===== src/pkg/mode_reg_three_map.svh =====
// Purpose: constants for the mode register three block
// Assumes: one 200 MHz clock, 5 ns period
// Notes: offsets are bit positions of the 22-bit mode register word
`ifndef MODE_REG_THREE_MAP_SVH
`define MODE_REG_THREE_MAP_SVH
`define MODE3_SEL_HI 20
`define MODE3_SEL_LO 18
`define MODE3_SEL_CODE 3'h3
`define MODE3_FMT_HI 12
`define MODE3_FMT_LO 11
`define MODE3_WRLAT_HI 10
`define MODE3_WRLAT_LO 9
`define MODE3_FGR_HI 8
`define MODE3_FGR_LO 6
`define MODE3_TSS_BIT 5
`define MODE3_PDA_BIT 4
`define MODE3_GEAR_BIT 3
`define MODE3_ACC_BIT 2
`define MODE3_PAGE_HI 1
`define MODE3_PAGE_LO 0
`define MODE3_RESET_VAL 22'h000000
`define TEMP_TS_MS 32
`define CLK_MHZ 200
`define TEMP_TS_CYCLES (`TEMP_TS_MS * 1000 * `CLK_MHZ)
`define WRLAT_BASE 4
`endif


===== src/pkg/mode_reg_three_pkg.sv =====
// Purpose: types for the mode register three block
// Assumes: nothing
// Notes: encodings of the register fields and of the gear-down states
package mode_reg_three_pkg;
    typedef enum logic [1:0] {
        fmt_serial = 2'h0,
        fmt_parallel = 2'h1,
        fmt_staggered = 2'h2,
        fmt_reserved = 2'h3
    } read_format_t;
    typedef enum logic [2:0] {
        fgr_fixed_1x = 3'h0,
        fgr_fixed_2x = 3'h1,
        fgr_fixed_4x = 3'h2,
        fgr_otf_1x_2x = 3'h5
    } refresh_gran_t;
    typedef enum logic [1:0] {
        gear_half = 2'h0,
        gear_wait_sync = 2'h1,
        gear_quarter = 2'h2
    } gear_state_t;
endpackage : mode_reg_three_pkg


===== src/verilog/dram_mode_reg3_mpr_control.sv =====
// Purpose: mode register three decode and readout-mode read redirection
// Assumes: command pins sampled on clk, one command per cycle
// Notes: readout store contents come from outside on store_data, except page 2 location 0
`timescale 1ns/100ps
`include "mode_reg_three_map.svh"
module dram_mode_reg3_mpr_control #(
    parameter int unsigned TEMP_CYCLES = `TEMP_TS_CYCLES
) (
    input wire logic clk,
    input wire logic resetn,
    input wire logic cs_n,
    input wire logic act_n,
    input wire logic ras_n,
    input wire logic cas_n,
    input wire logic we_n,
    input wire logic [1:0] bg,
    input wire logic [1:0] ba,
    input wire logic [17:0] addr,
    input wire logic sync_pulse,
    input wire logic device_selected,
    input wire logic [1:0] temp_sensor,
    input wire logic [7:0] store_data,
    output logic [21:0] mode_reg_three,
    output logic [1:0] read_format,
    output logic [2:0] wcl_clocks,
    output logic [2:0] refresh_gran,
    output logic [1:0] refresh_gran_fault,
    output logic [7:0] page2_loc0,
    output logic cmd_accept,
    output logic gear_quarter_rate,
    output logic store_access,
    output logic [1:0] store_page,
    output logic store_read,
    output logic [1:0] store_loc,
    output logic [7:0] store_rdata,
    output logic array_read
);
    // ----------------------------------------------------------------
    // command decode
    // ----------------------------------------------------------------
    logic mrs_cmd;
    logic rd_cmd;
    logic [21:0] mrs_word;
    logic hit;

    // mrs needs ras, cas and we low on an active, non-activate cycle
    // act_n high keeps an activate, whose row bits share these pins,
    // from ever being taken as a register write
    assign mrs_cmd = !cs_n && act_n && !ras_n && !cas_n && !we_n;

    // a read is cas low with ras and we high
    assign rd_cmd = !cs_n && act_n && ras_n && !cas_n && we_n;

    // word layout: group, bank, top row bit, three unused, low 14 pins
    // the unused bits 16:14 always read back as zero
    assign mrs_word = {bg, ba, addr[17], 3'h0, addr[13:0]};

    // per-device mode lets an unselected device ignore commands
    // the mask also covers the write that would clear the mask itself
    assign cmd_accept = !mode_reg_three[`MODE3_PDA_BIT] || device_selected;

    // only select code 011 lands here; other selects are other registers
    assign hit = mrs_cmd && cmd_accept
        && (mrs_word[`MODE3_SEL_HI:`MODE3_SEL_LO] == `MODE3_SEL_CODE);

    // ----------------------------------------------------------------
    // register and gear state
    // ----------------------------------------------------------------
    mode_reg_three_pkg::gear_state_t gear_state;
    mode_reg_three_pkg::gear_state_t next_gear_state;
    logic [21:0] next_mode_reg_three;

    // load the word on a matching mrs; reserved bits 21, 17 and 13 kept as written, 16:14 zero
    // writes are honoured in readout mode too, which is how it is left
    always_comb begin
        next_mode_reg_three = mode_reg_three;
        if (hit) begin
            next_mode_reg_three = mrs_word;
        end
        // gear-down entry is two steps: the mrs arms, the sync completes
        // leaving gear-down needs only the mrs, with no sync
        next_gear_state = gear_state;
        case (gear_state)
            mode_reg_three_pkg::gear_half: begin
                if (hit && mrs_word[`MODE3_GEAR_BIT]) begin
                    next_gear_state = mode_reg_three_pkg::gear_wait_sync;
                end
            end
            mode_reg_three_pkg::gear_wait_sync: begin
                // a clearing mrs before the sync cancels the entry
                if (hit && !mrs_word[`MODE3_GEAR_BIT]) begin
                    next_gear_state = mode_reg_three_pkg::gear_half;
                end else if (sync_pulse) begin
                    next_gear_state = mode_reg_three_pkg::gear_quarter;
                end
            end
            mode_reg_three_pkg::gear_quarter: begin
                if (hit && !mrs_word[`MODE3_GEAR_BIT]) begin
                    next_gear_state = mode_reg_three_pkg::gear_half;
                end
            end
            default: begin
                next_gear_state = mode_reg_three_pkg::gear_half;
            end
        endcase
    end

    // reset forces re-initialization, even in readout mode
    // readout access and gear-down both drop back to their start state
    always_ff @(posedge clk or negedge resetn) begin
        if (!resetn) begin
            mode_reg_three <= `MODE3_RESET_VAL;
            gear_state <= mode_reg_three_pkg::gear_half;
        end else begin
            mode_reg_three <= next_mode_reg_three;
            gear_state <= next_gear_state;
        end
    end

    // ----------------------------------------------------------------
    // field outputs
    // ----------------------------------------------------------------
    // fields decoded straight from the register flops
    // reserved codes pass through unchanged; users must not rely on them
    assign read_format = mode_reg_three[`MODE3_FMT_HI:`MODE3_FMT_LO];

    // extra write latency: 4, 5 or 6 clocks; code 11 would show 7
    assign wcl_clocks = 3'(`WRLAT_BASE)
        + {1'h0, mode_reg_three[`MODE3_WRLAT_HI:`MODE3_WRLAT_LO]};

    assign refresh_gran = mode_reg_three[`MODE3_FGR_HI:`MODE3_FGR_LO];

    // flags any reserved granularity code
    // the upper bit is spare and held low
    assign refresh_gran_fault = {1'h0, !(refresh_gran == 3'h0 || refresh_gran == 3'h1
        || refresh_gran == 3'h2 || refresh_gran == 3'h5)};
    assign gear_quarter_rate = (gear_state == mode_reg_three_pkg::gear_quarter);

    // readout access and page come straight from their bits
    assign store_access = mode_reg_three[`MODE3_ACC_BIT];
    assign store_page = mode_reg_three[`MODE3_PAGE_HI:`MODE3_PAGE_LO];

    // ----------------------------------------------------------------
    // temperature status sampling
    // ----------------------------------------------------------------
    logic [31:0] temp_count;
    logic [31:0] next_temp_count;
    logic [7:0] next_page2_loc0;
    // resample the sensor well inside the age limit while enabled
    // the first sample follows the enabling write by one cycle, so a
    // read straight after enabling still sees the cleared zero status
    // a disabled status reads back as zero
    always_comb begin
        next_temp_count = temp_count;
        next_page2_loc0 = page2_loc0;
        if (!mode_reg_three[`MODE3_TSS_BIT]) begin
            next_temp_count = 32'h0;
            next_page2_loc0[4:3] = 2'h0;
        end else if (temp_count == 32'h0) begin
            next_page2_loc0[4:3] = temp_sensor;
            next_temp_count = TEMP_CYCLES - 32'h1;
        end else begin
            next_temp_count = temp_count - 32'h1;
        end
    end

    // sample counter and page 2 location 0 flops
    always_ff @(posedge clk or negedge resetn) begin
        if (!resetn) begin
            temp_count <= 32'h0;
            page2_loc0 <= 8'h00;
        end else begin
            temp_count <= next_temp_count;
            page2_loc0 <= next_page2_loc0;
        end
    end

    // ----------------------------------------------------------------
    // read redirection
    // ----------------------------------------------------------------
    logic next_store_read;
    logic next_array_read;
    logic [1:0] next_store_loc;
    logic [7:0] next_store_rdata;
    // in readout mode every read goes to the addressed store location
    // page 2 location 0 is served from the local status byte, every
    // other location from the outside store, which is read the same cycle
    // outside readout mode a read goes on to the array as usual
    always_comb begin
        next_store_read = 1'h0;
        next_array_read = 1'h0;
        next_store_loc = store_loc;
        next_store_rdata = store_rdata;
        if (rd_cmd && cmd_accept) begin
            if (store_access) begin
                next_store_read = 1'h1;
                next_store_loc = addr[1:0];
                if (store_page == 2'h2 && addr[1:0] == 2'h0) begin
                    next_store_rdata = page2_loc0;
                end else begin
                    next_store_rdata = store_data;
                end
            end else begin
                next_array_read = 1'h1;
            end
        end
    end

    // read pulses last one cycle; location and data stand until the next
    always_ff @(posedge clk or negedge resetn) begin
        if (!resetn) begin
            store_read <= 1'h0;
            array_read <= 1'h0;
            store_loc <= 2'h0;
            store_rdata <= 8'h00;
        end else begin
            store_read <= next_store_read;
            array_read <= next_array_read;
            store_loc <= next_store_loc;
            store_rdata <= next_store_rdata;
        end
    end
endmodule : dram_mode_reg3_mpr_control


===== config.mk =====
export PLATFORM = sky130hd
export DESIGN_NAME = dram_mode_reg3_mpr_control
export DESIGN_NICKNAME = d
export VERILOG_FILES = /design/src/pkg/mode_reg_three_pkg.sv /design/src/verilog/dram_mode_reg3_mpr_control.sv
export VERILOG_INCLUDE_DIRS = /design/src /design/src/pkg
export SDC_FILE = /design/constraint.sdc
export NUM_CORES = 1
export LEC_CHECK = 0
export ABC_AREA = 1
export BUFFER_PORTS_ARGS = -buffer_cell sky130_fd_sc_hd__buf_2
export CORE_UTILIZATION = 52
export DETAILED_ROUTE_END_ITERATION = 7
export GPL_TIMING_DRIVEN = 0
export PLACE_DENSITY = 0.8
export SYNTH_ARGS = -nofsm -noshare
export SYNTH_HDL_FRONTEND = slang
export SYNTH_SLANG_ARGS = --single-unit
export TNS_END_PERCENT = 100

===== constraint.sdc =====
create_clock -name clk -period 2.1 [get_ports clk]
set_input_delay 0.21 -clock clk [delete_from_list [all_inputs] [get_ports clk]]
set_output_delay 0.21 -clock clk [all_outputs]
set_load 0.01 [all_outputs]

==> results.json <==
{
  "timing.final.max_slew_violations": 0,
  "grt_pass1_vias": 3121,
  "synth_compound_area_share_pct": 5.638,
  "placedCellCount": 630,
  "core_sq_um": 6459,
  "yosys_warnings": 0,
  "synth_cells": 461,
  "dr.pass1.iters": 7,
  "hold_path.class": "input port to register",
  "dieHeight_um": 84.38,
  "gp_congestion": 0.8839,
  "swShare_pct": 44.63,
  "rows": 29,
  "power_mw": 5.713,
  "cts_hold_buf": 1,
  "crit_family": "simple AND/OR/NAND/NOR gates",
  "vias_per_cell": 4.932,
  "drtAntennaViolNets": 0,
  "crit_buf_inv": 1,
  "clock_power_share_pct": 19.0,
  "status": "complete, but fails checks",
  "p_comb_share_pct": 47.2,
  "synth_xor_xnor_area_share_pct": 1.986,
  "start_util_pct": 54.63,
  "worst_ep_arrival_time_ns": 1.95,
  "cts-root-buf": "clkbuf_8",
  "finalCriticalPeriod_ns": 1.715,
  "period_share_pct": 81.65,
  "syn_area_per_cell_sq_um": 7.654,
  "max_cap_viol_count": 0,
  "fin_cells": 647,
  "h-tree-depth": 3,
  "post-cts-setup-buffer-count": 0,
  "overflow": 0,
  "tightest_slew_ns": 0.8359,
  "cts_tree": "done",
  "muxShareOfSynthArea_pct": 0,
  "synth_top_family_by_area": "simple AND/OR/NAND/NOR gates",
  "cp-end-kind": "register",
  "leakagePower_nw": 2.448,
  "clk_pin_slew_worst_paths_ns": 0.07,
  "rsz0062_at_grt": "no",
  "cp_data_required_time_ns": 2.34,
  "cts.repair.resized": 0,
  "finalSetupTns_ns": 0,
  "num_antenna_cells": 0,
  "finalSetupViolations": 0,
  "fmax_mhz": 583.2,
  "wl_per_cell_um": 12.29,
  "antenna_found_initial": 0,
  "drc": 4,
  "cpMaxStageDelayCell": "dfrtp_1",
  "cpPeakStageDelay_ns": 0.37,
  "violations": "design-rule violations",
  "grt_util_all_layers_pct": 24.39,
  "crit_type": "register to register",
  "path_cells": "inv_1 > ha_1 > nand2_4 > nor2_4 > nand2_2 > nor2_1 > nor2_1 > nand2_1 > nor2_1",
  "grt_max_degree": 68,
  "internal-power_mw": 3.163,
  "cts_made_buffers": 9,
  "vias": 3191,
  "synthSimpleGateAreaFrac_pct": 34.11,
  "cts_max_path_buffers": 2,
  "pwr-share-seq_pct": 33.8,
  "final_nets": 607,
  "drt_iter0_drc": 213,
  "hpwl_mm": 5.965,
  "cp-start-kind": "register",
  "area_delta_synth_final_pct": 21.52,
  "p_sw_mw": 2.550,
  "max_slew_margin_pct": 44.27,
  "clock_latency_ns": 0.35,
  "synthAdderAreaFrac_pct": 0.3546,
  "synth_cell_types": 33,
  "ys_seq_elements": 67,
  "crit_top_cell": "nor2_1",
  "routed_wl_mm": 7.950,
  "fp.dieArea_sq_um": 7119,
  "pin_count": 98,
  "syn_area_sq_um": 3528,
  "die_w_um": 84.38,
  "ys_seq_area_share_pct": 47.52,
  "grt_pass1_wl_mm": 13.83,
  "clock_skew_ns": 0.01315,
  "vdd_ir_drop_max_uv": 523.0,
  "io_buffer_count": 83,
  "hold_viol_final": 0,
  "cts_sinks": 67,
  "p_per_area_nw_per_um2": 1332,
  "drive_gt1_share_pct": 27.02,
  "crit_path_max_fanout": 6
}
## through the flow
step | setup slack, ns | cell area, sq um | hold WS, ns | util (%)
after floorplan | 0.6281 | 3562 | -0.08559 | -
after global placement | 0.4345 | 4074 | 0.4039 | 63.08
after detailed placement | 0.4071 | 4076 | 0.3755 | 63.12
after CTS | 0.4008 | 4288 | 0.04640 | 66.39
after global routing | 0.2264 | 4288 | 0.06278 | 66.39
final | 0.3854 | 4288 | 0.05842 | 66.39
## worst min-delay path, stage by stage
cell and delay [ns]:
buf_2 0.07, nand2_1 0.04, nand2_1 0.04
## placed cells by master, fill, tap and decap left out, drive strengths merged
cell type,count
xor2,6
or2,6
clkinvlp,2
nor3,1
bufinv,1
clkinv,3
nor2,91
clkbuf,12
a21oi,11
buf,108
nand3b,1
nand4,8
o21ai,18
nor3b,1
nand2,145
o21a,1
nand3,24
o21bai,1
dfrtp,67
a31oi,5
ha,1
xnor2,2
inv,43
conb,11
dlygate4sd3,1
## kinds of logic (layout without fill, tap and decap cells)
family / Yosys count / in the layout
simple gates: 277 / 277
buf+inv: 70 / 170
flops: 67 / 67
compound gates: 36 / 36
xor+xnor: 8 / 8
other cells: 2 / 11
fa+ha+maj: 1 / 1
## path summary, 6_finish.rpt
check | start | endpoint | slack, ns | cells after the start
min reg2reg | temp_count[0] | temp_count[0] | 0.45 | 1
min in group asynchronous | resetn | temp_count[30] | 0.49 | 2
max in group asynchronous | resetn | temp_count[28] | 1.04 | 2
max | temp_count[0] | temp_count[28] | 0.39 | 9
min | addr[11] | mode_reg_three[11] | 0.06 | 3
max reg2reg | temp_count[0] | temp_count[28] | 0.39 | 9
## Yosys cell counts
library cell	number	area share, %
nand2_1	138	15
nor2_1	76	8.1
dfrtp_1	67	48
inv_1	41	4.4
nand3_1	24	3.4
buf_4	21	4.5
o21ai_0	16	2.3
nor2_2	11	2.0
a21oi_1	10	1.4
nand4_1	8	1.4
xor2_1	6	1.5
a31oi_1	5	0.89
or2_2	5	0.89
nand2_2	4	0.71
nor2_4	4	1.3
nand2_4	3	0.96
buf_2	2	0.28
buf_6	2	0.64
clkbuf_1	2	0.21
conb_1	2	0.21
xnor2_1	2	0.50
a21oi_2	1	0.25
clkinv_1	1	0.11
ha_1	1	0.35
inv_2	1	0.11
nand3b_1	1	0.21
nor3_1	1	0.14
nor3b_1	1	0.21
o21a_1	1	0.21
o21ai_1	1	0.14
o21ai_2	1	0.25
o21bai_1	1	0.21
or2_0	1	0.18
## flip-flops by register name, indices dropped and copies added (netlist names)
name	count
mode_reg_three	19
store_read	1
array_read	1
gear_state	2
temp_count	32
store_rdata	8
store_loc	2
page2_loc0	2
## layout make-up
cell class / instances / area, sq um
Fill cell: 552 / 2171
Clock buffer: 10 / 137.6
Clock inverter: 6 / 63.81
Buffer: 27 / 197.7
Timing Repair Buffer: 84 / 427.9
Sequential cell: 67 / 1677
Tap cell: 77 / 96.34
Multi-Input combinational cell: 333 / 1526
Inverter: 43 / 161.4
## layer usage
metal | routed length [um] | share of wire (%) | up-vias | track usage [%]
met5 | 0 | 0 | - | 0
met2 | 3872 | 49 | 117 | 41.21
met4 | 138 | 1.7 | 0 | 9.861
li1 | - | - | 1606 | -
met3 | 508 | 6.4 | 12 | 5.310
met1 | 3430 | 43 | 1456 | 30.68
## power groups by stage
stage / clock [mW] / sequential (mW) / combinational, mW
finish: 1.09 / 1.93 / 2.70
global route: 1.16 / 1.98 / 3.09
CTS: 1.11 / 1.93 / 2.69
detailed placement: 0 / 1.95 / 2.67
global placement: 0 / 1.93 / 2.59
floorplan: 0 / 1.92 / 2.05
Note: power is estimated with default switching activity, not from simulation.
